--- src/inc/irqsc_pkg.sv ---
package irqsc_pkg;

	// ---------------------------------------------------------------
	// Bus geometry
	// ---------------------------------------------------------------
	localparam int          ADR_W      = 10;
	localparam int          DAT_W      = 16;
	localparam int          IDX_W      = 8;

	// ---------------------------------------------------------------
	// Register indices (byte address is four times the index)
	// ---------------------------------------------------------------
	localparam int          CTL_NUM    = 9;
	localparam logic [7:0]  CTL_IDX [0:CTL_NUM-1] = '{
		8'h44, 8'h40, 8'h3E, 8'h3C, 8'h3A, 8'h38, 8'h36, 8'h34, 8'h32};
	localparam logic [7:0]  CTL_WMASK [0:CTL_NUM-1] = '{
		8'h0F, 8'h9F, 8'h9F, 8'h9F, 8'hFF, 8'hFF, 8'h0F, 8'h0F, 8'h0F};
	localparam int          C_SER      = 0;
	localparam int          C_I4       = 1;
	localparam int          C_I1       = 4;
	localparam int          C_I0       = 5;
	localparam int          C_TM       = 8;
	localparam logic [7:0]  STAT_IDX   = 8'h30;
	localparam logic [7:0]  DONE_IDX   = 8'h22;
	localparam logic [7:0]  MODE_IDX   = 8'hFE;

	// ---------------------------------------------------------------
	// Reset values and field positions
	// ---------------------------------------------------------------
	localparam logic [7:0]  CTL_RST    = 8'h0F;
	localparam logic [7:0]  SLV_RST    = 8'h00;
	localparam logic [7:0]  PRIO_MASKW = 8'h0F;
	localparam logic [2:0]  PRIO_NONE  = 3'h7;
	localparam int          PRI_MSB    = 2;
	localparam int          MASK_BIT   = 3;
	localparam int          LTS_BIT    = 4;
	localparam int          CAS_BIT    = 5;
	localparam int          SFN_BIT    = 6;
	localparam int          ETM_BIT    = 7;
	localparam int          MODE_BIT   = 14;
	localparam int          FRZ_BIT    = 15;

	// ---------------------------------------------------------------
	// Sources in fixed tie-break order
	// ---------------------------------------------------------------
	localparam int          SRC_NUM    = 11;
	localparam int          SRC_W      = 4;
	localparam int          S_TM0      = 0;
	localparam int          S_EXT0     = 3;
	localparam int          S_EXT4     = 7;
	localparam int          S_TM1      = 8;
	localparam int          S_TM2      = 9;
	localparam logic [3:0]  SRC_CTL [0:SRC_NUM-1] = '{
		4'h8, 4'h7, 4'h6, 4'h5, 4'h4, 4'h3, 4'h2, 4'h1, 4'h8, 4'h8, 4'h0};
	localparam logic [7:0]  SRC_TYPE [0:SRC_NUM-1] = '{
		8'h08, 8'h0A, 8'h0B, 8'h0C, 8'h0D, 8'h0E, 8'h0F, 8'h10, 8'h12, 8'h13, 8'h14};
	localparam logic [7:0]  SRC_DONE [0:SRC_NUM-1] = '{
		8'h08, 8'h0A, 8'h0B, 8'h0C, 8'h0D, 8'h0E, 8'h0F, 8'h10, 8'h08, 8'h08, 8'h14};

endpackage

--- src/rtl/irqsc_source_ctl.sv ---
`timescale 1ns/1ps
// What this block does
// Twelve master registers, five control registers left in slave mode
// Priority field bits 2-0, zero is highest
// Serial mask bit blocks serial interrupt
// Edge latch plus edge mode: rising edge triggers
// Rising edge latched once until serviced
// Level mode: high pin level requests
// Edge mode recognises low-to-high transition
// Each external line has its own mask
// Lines 0 and 1 hold special nested bit
// Lines 0 and 1 hold cascade bit
// DMA control holds mask and priority only
// Master mode: one shared timer control register
// Slave mode: three registers become timer controls
// Non-maskable interrupt sets freeze, halting DMA
// Return from handler clears freeze
// Status bits 2-0 show timer pending
// Status register resets to zero
// Grant needs global flag, unmasked, highest priority
// Mode register bit 14 selects slave mode
// In-service set on take, cleared by done write in master mode only
// Simultaneous ties resolved in fixed source order
// Reserved bits read zero, writes ignored
// Masked sources still record pending state
module irqsc_source_ctl
	import irqsc_pkg::*;
(
	input  wire logic                           core_clk,
	input  wire logic                           rst_n,
	input  wire logic                           clkEn,
	input  wire logic                           wb_cyc_i,
	input  wire logic                           wb_stb_i,
	input  wire logic                           wb_we_i,
	input  wire logic [irqsc_pkg::ADR_W-1:0]    wb_adr_i,
	input  wire logic [1:0]                     wb_sel_i,
	input  wire logic [irqsc_pkg::DAT_W-1:0]    wb_dat_i,
	output logic      [irqsc_pkg::DAT_W-1:0]    wb_dat_o,
	output logic                                wb_ack_o,
	input  wire logic [4:0]                     extRequest,
	input  wire logic                           serialRequest,
	input  wire logic [1:0]                     dmaRequest,
	input  wire logic [2:0]                     timerRequest,
	input  wire logic                           nmiEvent,
	input  wire logic                           handlerReturn,
	input  wire logic                           globalIntEnable,
	input  wire logic                           irqTaken,
	output logic                                irqRequest,
	output logic      [7:0]                     irqType,
	output logic                                transferFreeze,
	output logic      [1:0]                     cascadeEnable
);
	import irqsc_pkg::*;

	// ---------------------------------------------------------------
	// Declarations
	// ---------------------------------------------------------------
	logic [7:0]          ctlReg [0:CTL_NUM-1];
	logic                slaveMode;
	logic [SRC_NUM-1:0]  pending;
	logic [SRC_NUM-1:0]  inService;
	logic [SRC_NUM-1:0]  prevReq;
	logic [SRC_NUM-1:0]  rawReq;
	logic [SRC_NUM-1:0]  riseReq;
	logic [SRC_NUM-1:0]  isExt;
	logic [SRC_NUM-1:0]  srcMask;
	logic [SRC_NUM-1:0]  srcLevel;
	logic [SRC_NUM-1:0]  srcLatch;
	logic [SRC_NUM-1:0]  srcNested;
	logic [SRC_NUM-1:0]  active;
	logic [SRC_NUM-1:0]  pendSet;
	logic [SRC_NUM-1:0]  pendClr;
	logic [SRC_NUM-1:0]  svcSet;
	logic [SRC_NUM-1:0]  svcClr;
	logic [2:0]          srcPrio [0:SRC_NUM-1];
	logic [7:0]          srcCtl [0:SRC_NUM-1];
	logic [SRC_W-1:0]    winIdx;
	logic [SRC_W-1:0]    next_winIdx;
	logic                next_found;
	logic [2:0]          svcMinPrio;
	logic                svcAny;
	logic [IDX_W-1:0]    regIdx;
	logic                busReq;
	logic                busWr;
	logic                doneWr;
	logic [DAT_W-1:0]    next_rdData;

	// ---------------------------------------------------------------
	// Bus decode
	// ---------------------------------------------------------------
	// Word index from the byte address
	assign regIdx = wb_adr_i[ADR_W-1:2];
	// New request seen while no answer is out
	assign busReq = wb_cyc_i & wb_stb_i & ~wb_ack_o;
	// Writes take effect on the edge that raises ack
	assign busWr  = busReq & wb_we_i & clkEn;
	// Service-done write with the type in the low byte
	assign doneWr = busWr & wb_sel_i[0] & (regIdx == DONE_IDX) & ~slaveMode;

	// One-cycle acknowledge for every address, mapped or not
	always_ff @(posedge core_clk) begin
		if (!rst_n) begin
			wb_ack_o <= 1'b0;
		end else if (clkEn) begin
			wb_ack_o <= busReq;
		end
	end

	// ---------------------------------------------------------------
	// Mode register
	// ---------------------------------------------------------------
	// Master after reset; upper lane carries the mode bit
	always_ff @(posedge core_clk) begin
		if (!rst_n) begin
			slaveMode <= 1'b0;
		end else if (busWr && wb_sel_i[1] && regIdx == MODE_IDX) begin
			slaveMode <= wb_dat_i[MODE_BIT];
		end
	end

	// ---------------------------------------------------------------
	// Source control registers
	// ---------------------------------------------------------------
	// Writes keep only implemented bits; entering slave mode clears
	// the three registers that turn into timer controls
	always_ff @(posedge core_clk) begin
		if (!rst_n) begin
			for (int c = 0; c < CTL_NUM; c++) begin
				ctlReg[c] <= CTL_RST;
			end
		end else if (clkEn) begin
			for (int c = 0; c < CTL_NUM; c++) begin
				if (busWr && wb_sel_i[0] && regIdx == CTL_IDX[c]) begin
					if (slaveMode && (c == C_I1 || c == C_I0 || c == C_TM)) begin
						ctlReg[c] <= wb_dat_i[7:0] & PRIO_MASKW;
					end else begin
						ctlReg[c] <= wb_dat_i[7:0] & CTL_WMASK[c];
					end
				end else if (busWr && wb_sel_i[1] && regIdx == MODE_IDX && wb_dat_i[MODE_BIT]
					&& !slaveMode && (c == C_I1 || c == C_I0 || c == C_TM)) begin
					ctlReg[c] <= SLV_RST;
				end
			end
		end
	end

	// Cascade selection for lines 0 and 1, master mode only
	always_ff @(posedge core_clk) begin
		if (!rst_n) begin
			cascadeEnable <= 2'b00;
		end else if (clkEn) begin
			cascadeEnable[0] <= ctlReg[C_I0][CAS_BIT] & ~slaveMode;
			cascadeEnable[1] <= ctlReg[C_I0-1][CAS_BIT] & ~slaveMode;
		end
	end

	// ---------------------------------------------------------------
	// Per-source view of the control fields
	// ---------------------------------------------------------------
	// Gather raw requests in tie-break order
	assign rawReq = {serialRequest, timerRequest[2], timerRequest[1], extRequest,
		dmaRequest[1], dmaRequest[0], timerRequest[0]};

	generate
		for (genvar s = 0; s < SRC_NUM; s++) begin : g_src
			// Slave mode moves timers 1 and 2 onto the line 0 and 1 registers
			if (s == S_TM1) begin : g_t1
				assign srcCtl[s] = slaveMode ? (ctlReg[C_I0] & PRIO_MASKW) : ctlReg[C_TM];
			end else if (s == S_TM2) begin : g_t2
				assign srcCtl[s] = slaveMode ? (ctlReg[C_I1] & PRIO_MASKW) : ctlReg[C_TM];
			end else begin : g_fix
				assign srcCtl[s] = ctlReg[SRC_CTL[s]];
			end
			assign isExt[s]     = (s >= S_EXT0) && (s <= S_EXT4);
			assign srcPrio[s]   = srcCtl[s][PRI_MSB:0];
			// External lines are out of use in slave mode
			assign srcMask[s]   = srcCtl[s][MASK_BIT] | (isExt[s] & slaveMode);
			assign srcLevel[s]  = isExt[s] & srcCtl[s][LTS_BIT];
			assign srcLatch[s]  = isExt[s] & srcCtl[s][ETM_BIT];
			assign srcNested[s] = isExt[s] & srcCtl[s][SFN_BIT] & (s <= S_EXT0 + 1);
			assign riseReq[s]   = rawReq[s] & ~prevReq[s];
			// A level line requests while high; others use the latch
			assign active[s]    = srcLevel[s] ? rawReq[s] : pending[s];
			// Internal sources latch their request level; edge lines the rising edge
			assign pendSet[s]   = isExt[s] ? (~srcLevel[s] & riseReq[s]) : rawReq[s];
			// Unlatched edge mode lasts one cycle; taking the source clears it
			assign pendClr[s]   = (isExt[s] & ~srcLatch[s])
				| (irqTaken & irqRequest & (winIdx == SRC_W'(s)));
			assign svcSet[s]    = irqTaken & irqRequest & (winIdx == SRC_W'(s));
			assign svcClr[s]    = doneWr & (wb_dat_i[7:0] == SRC_DONE[s]);
		end
	endgenerate

	// ---------------------------------------------------------------
	// Request history and pending latches
	// ---------------------------------------------------------------
	// Previous request level for edge detection
	always_ff @(posedge core_clk) begin
		if (!rst_n) begin
			prevReq <= '0;
		end else if (clkEn) begin
			prevReq <= rawReq;
		end
	end

	// Pending held even while masked; a new event beats a clear
	always_ff @(posedge core_clk) begin
		if (!rst_n) begin
			pending <= '0;
		end else if (clkEn) begin
			pending <= (pending & ~pendClr) | pendSet;
		end
	end

	// In-service bits; a take beats a done write in the same cycle
	always_ff @(posedge core_clk) begin
		if (!rst_n) begin
			inService <= '0;
		end else if (clkEn) begin
			inService <= (inService & ~svcClr) | svcSet;
		end
	end

	// ---------------------------------------------------------------
	// Priority resolution
	// ---------------------------------------------------------------
	// Highest priority currently in service
	always_comb begin
		svcMinPrio = PRIO_NONE;
		svcAny     = 1'b0;
		for (int s = 0; s < SRC_NUM; s++) begin
			if (inService[s] && (!svcAny || srcPrio[s] < svcMinPrio)) begin
				svcMinPrio = srcPrio[s];
				svcAny     = 1'b1;
			end
		end
	end

	// Pick the unmasked active source with the best code; lower
	// index wins a tie, nested lines may pre-empt their own level
	always_comb begin
		logic [2:0] bestPrio;
		logic       ok;
		bestPrio    = PRIO_NONE;
		next_found  = 1'b0;
		next_winIdx = '0;
		ok          = 1'b0;
		for (int s = 0; s < SRC_NUM; s++) begin
			ok = active[s] & ~srcMask[s];
			if (svcAny) begin
				ok = ok & ((srcPrio[s] < svcMinPrio)
					| (srcNested[s] & (srcPrio[s] == svcMinPrio)));
			end
			if (ok && (!next_found || srcPrio[s] < bestPrio)) begin
				bestPrio    = srcPrio[s];
				next_winIdx = SRC_W'(s);
				next_found  = 1'b1;
			end
		end
	end

	// Registered request and type toward the core
	always_ff @(posedge core_clk) begin
		if (!rst_n) begin
			irqRequest <= 1'b0;
			irqType    <= 8'h00;
			winIdx     <= '0;
		end else if (clkEn) begin
			irqRequest <= next_found & globalIntEnable & ~(irqTaken & irqRequest);
			irqType    <= SRC_TYPE[next_winIdx];
			winIdx     <= next_winIdx;
		end
	end

	// ---------------------------------------------------------------
	// Transfer freeze
	// ---------------------------------------------------------------
	// Set by a non-maskable event, cleared on return; set wins
	always_ff @(posedge core_clk) begin
		if (!rst_n) begin
			transferFreeze <= 1'b0;
		end else if (clkEn) begin
			if (nmiEvent) begin
				transferFreeze <= 1'b1;
			end else if (handlerReturn) begin
				transferFreeze <= 1'b0;
			end
		end
	end

	// ---------------------------------------------------------------
	// Read data
	// ---------------------------------------------------------------
	// Reserved bits and unmapped addresses read as zero
	always_comb begin
		next_rdData = '0;
		if (regIdx == STAT_IDX) begin
			next_rdData[FRZ_BIT] = transferFreeze;
			next_rdData[2:0]     = {pending[S_TM2], pending[S_TM1], pending[S_TM0]};
		end else if (regIdx == MODE_IDX) begin
			next_rdData[MODE_BIT] = slaveMode;
		end else if (regIdx == DONE_IDX) begin
			next_rdData = '0;
		end else begin
			for (int c = 0; c < CTL_NUM; c++) begin
				if (regIdx == CTL_IDX[c]) begin
					next_rdData[7:0] = ctlReg[c];
				end
			end
			// Slave mode exposes only its reduced set
			if (slaveMode && (regIdx == CTL_IDX[C_SER] || regIdx >= CTL_IDX[C_I4] - 8'h04)) begin
				next_rdData = '0;
			end
		end
	end

	// Read data registered with the acknowledge
	always_ff @(posedge core_clk) begin
		if (!rst_n) begin
			wb_dat_o <= '0;
		end else if (clkEn && busReq) begin
			wb_dat_o <= next_rdData;
		end
	end

endmodule

--- config.mk ---
export PLATFORM = sky130hd
export DESIGN_NAME = irqsc_source_ctl
export DESIGN_NICKNAME = d
export VERILOG_FILES = /design/src/inc/irqsc_pkg.sv /design/src/rtl/irqsc_source_ctl.sv
export SDC_FILE = /design/constraint.sdc
export NUM_CORES = 1
export LEC_CHECK = 0
export ABC_CLOCK_PERIOD_IN_PS = 34900
export BUFFER_PORTS_ARGS = -buffer_cell sky130_fd_sc_hd__buf_4
export CORE_MARGIN = 1.5
export CORE_UTILIZATION = 40
export DETAILED_ROUTE_END_ITERATION = 7
export PLACE_DENSITY = 0.61
export SETUP_SLACK_MARGIN = 0.4
export SYNTH_ARGS = -nofsm -noshare
export SYNTH_HDL_FRONTEND = slang
export SYNTH_SLANG_ARGS = --single-unit
--- constraint.sdc ---
create_clock -name core_clk -period 34.9 [get_ports core_clk]
set_input_delay 1.745 -clock core_clk [delete_from_list [all_inputs] [get_ports core_clk]]
set_output_delay 1.745 -clock core_clk [all_outputs]
set_load 0.02 [all_outputs]
==> impl_metrics.tcl <==
set metrics [dict create \
    status "finished, final reports clean" \
    post_cts_resize_count 0 \
    drcViolationCount 0 \
    post_layout_cell_count 1350 \
    syn-mean-instance-area_um2 8.36 \
    yosysSeqAreaShare 0.295 \
    placement.setup.worst_slack_ps 4270 \
    worst-r2r-setup-slack_ps 3690 \
    fin_crit_sh 0.894 \
    library_cell_with_the_highest_instance_count_after_synthesis "nand2_1" \
    yosys.area.top_type_share 0.174 \
    detail_route.iter0.violations 802 \
    dpl.hpwl_mm 22.0 \
    worst-setup-path-type "flop to flop" \
    cpMaxStageDelayCell "edfxtp_1" \
    fin_setup_tns_ps 0 \
    hold-path-endpoint "wb_dat_o[15]$_SDFFE_PN0P_" \
    tritonroute_pass_1_iters 6 \
    power.density_nw_per_um2 28.9 \
    antenna_violating_nets_post_route 0 \
    die_width_um 150 \
    cts.htree.levels 3 \
    r2r-end "irqType[1]$_SDFFE_PN0P_" \
    critPathMostFrequentCell "ha_1" \
    synth_seq_cells 102 \
    synth_ff_type "dfxtp_1" \
    die_area_um2 22500 \
    globalRouteOverflowTotal 0 \
    relSlewSlack 0.202 \
    cts_tree "done" \
    total_power_uw 276 \
    cts_max_path_buffers 2 \
    design.portCount 78 \
    post-route-min-period_ps 31210 \
    number_of_antenna_diodes 0 \
    drive_above_1_share 0.123 \
    syn_area_um2 8630 \
    r2r.worst_path.cells 142 \
    post_synth_main_area_contributors "edfxtp_1 (17%), dfxtp_1 (12%), ha_1 (6.4%), a21oi_1 (4.3%), nand2_1 (4.2%)" \
    placed_cells 1334 \
    row_count 53 \
    design.final.nets 1163 \
    grt_setup_unrepaired "false" \
    post-synth-top-area-cell "edfxtp_1" \
    worst_r2r_startpoint "ctlReg[8][2]$_DFFE_PP_" \
    worst_skew_pair.late_latency_ps 350 \
    fp.dieH_um 150 \
    io_buffer_count 59 \
    number_of_antenna_violations_at_the_first_check_in_global_routing 0 \
    post_synth_most_frequent_cells "nand2_1 (96), nor2_1 (93), a21oi_1 (74), o21ai_0 (57), dfxtp_1 (52)" \
    num_vias 8329 \
    wirelength_mm 28.4 \
    setup_slack_ps 3690 \
    final.fill_count 2084 \
    slew_viol_final 0 \
    timing.max_cap.violations 0 \
    async_reset_ff_frac 0 \
    critPathRequiredTime_ps 35140 \
    first_global_vias 7835 \
    yosys_warnings 0 \
    final_cell_area_um2 9550 \
    hold_path_depth 2 \
    clock-skew-final_ps 6.08 \
    synth_cells 1033 \
    avgRoutedWirePerCell_um 21.0 \
    effective_utilization_at_floorplan 0.409 \
    first_pass_grt_wire_length_mm 44.0 \
    critical_path.endpoint_type "flop" \
    hold_buffers 0 \
    fmaxAchievable_ghz 0.0320 \
    worstPathArrival_ps 31450 \
    finalCoreUtilization 0.453 \
    clkTransAtPathRegs_ps 70 \
    setup_viol_count_final 0 \
    root_buffer_master "clkbuf_16" \
    grt_start_max_net_pins 52 \
    design.core.area_um2 21100 \
    path_type_of_the_worst_min_delay_path "flop to flop" \
    min_from "wb_dat_o[15]$_SDFFE_PN0P_" \
    cp_max_fo 11 \
    cell_area_reported_after_detailed_placement_um2 9250 \
    pin_slew_with_the_least_headroom_to_its_limit_ps 1190 \
    total_leakage_power_nw 3.78 \
    report.final.hold_viol_count 0 \
    cts_sinks 102 \
    via_density_per_instance 6.17 \
    setup.worst_path.start_class "flop" \
    hold_slack_ps 460 \
    post_synth_edffs 50 \
    numCtsBuffers 9 \
    yosysUniqueCellTypes 99 \
    place.gp.congestion 0.931 \
    worst_path_largest_cell_delay_ps 570 \
    vdd_drop_max_uv 27.6 \
    grtUsageTotal 0.256 \
    flow.area_growth_from_synthesis_pct 10.6 \
    cts_setup_buffers 0 \
]
cell type report:
cell class	count	area (µm²)	share of cell area
Clock buffer	9	225	0.0236
Timing Repair Buffer	66	495	0.0519
Clock inverter	7	71.3	0.00747
Multi-Input combinational cell	845	5690	0.597
Sequential cell	102	2540	0.266
Inverter	46	173	0.0181
Tap cell	275	344	0.0360
worst max path at each step:
stage / startpoint / to / slack [ps] / cells after the start
global placement: ctlReg[8][2]$_DFFE_PP_ / irqType[1]$_SDFFE_PN0P_ / 4440 / 141
detailed placement: ctlReg[8][2]$_DFFE_PP_ / irqType[1]$_SDFFE_PN0P_ / 4270 / 141
global route: ctlReg[8][2]$_DFFE_PP_ / irqType[1]$_SDFFE_PN0P_ / 1170 / 142
floorplan: inService[0]$_SDFFE_PN0P_ / irqType[1]$_SDFFE_PN0P_ / 8520 / 145
finish: ctlReg[8][2]$_DFFE_PP_ / irqType[1]$_SDFFE_PN0P_ / 3690 / 142
CTS: ctlReg[8][2]$_DFFE_PP_ / irqType[1]$_SDFFE_PN0P_ / 4150 / 141
cell usage in the layout, fill, tap and decap left out, drive strengths merged, types with 9 or more instances in the layout:
cell type and instances:
a211oi 14, maj3 11, buf 66, edfxtp 50
nand3 20, mux2 12, inv 48, a21o 13
o31ai 14, o21a 16, nor4 12, a21oi 74
nand2b 30, nor2 94, o21ai 64, and3 17
a31oi 17, clkbuf 9, o211ai 20, conb 9
a22oi 19, nor2b 21, nand2 96, nand3b 11
or2 11, mux2i 22, dfxtp 52, nor3 24
ha 44, and2 21
flip-flops by register name (all words and copies together) (netlist names), 2 cells and up:
name	count
irqType	5
inService	11
prevReq	5
pending	11
wb_dat_o	10
winIdx	4
cascadeEnable	2
ctlReg	50
report_power, final:
part | internal, mW | switching [mW]
combinational | 0.0159 | 0.0235
sequential | 0.129 | 0.00523
clock | 0.0560 | 0.0457
routing by layer:
metal  up-vias  global-route usage  wire (µm)
li1       4001                   -          -
met1      3954               0.355      12900
met2       323               0.422      13100
met3        51              0.0201       1740
met4         0              0.0755        648
met5         -                   0          0
critical path, delay by kind of cell (launching register included):
| kind | cells | cell delay (ps) |
|---|---|---|
| AO/OA/AOI/OAI | 65 | 13990 |
| adder cells (fa/ha/maj) | 22 | 6150 |
| AND/OR/NAND/NOR | 33 | 5690 |
| multiplexers | 10 | 3720 |
| buffers and inverters | 12 | 930 |
| flip-flops | 1 | 570 |
cells by family (layout without fill, tap and decap cells):
| logic type | count (synthesis) | in the layout | synth area share |
|---|---|---|---|
| muxes | 34 | 34 | 0.0416 |
| buffers and inverters | 94 | 128 | 0.0491 |
| and+or+nand+nor | 400 | 400 | 0.246 |
| AOI/OAI and AO/OA | 346 | 346 | 0.291 |
| xor gates and xnor gates | 1 | 1 | 0.00101 |
| DFF | 102 | 102 | 0.295 |
| adders and majority gates | 55 | 55 | 0.0765 |
| other | 1 | 9 | 0.000434 |
Note: power is estimated with default switching activity, not from simulation.
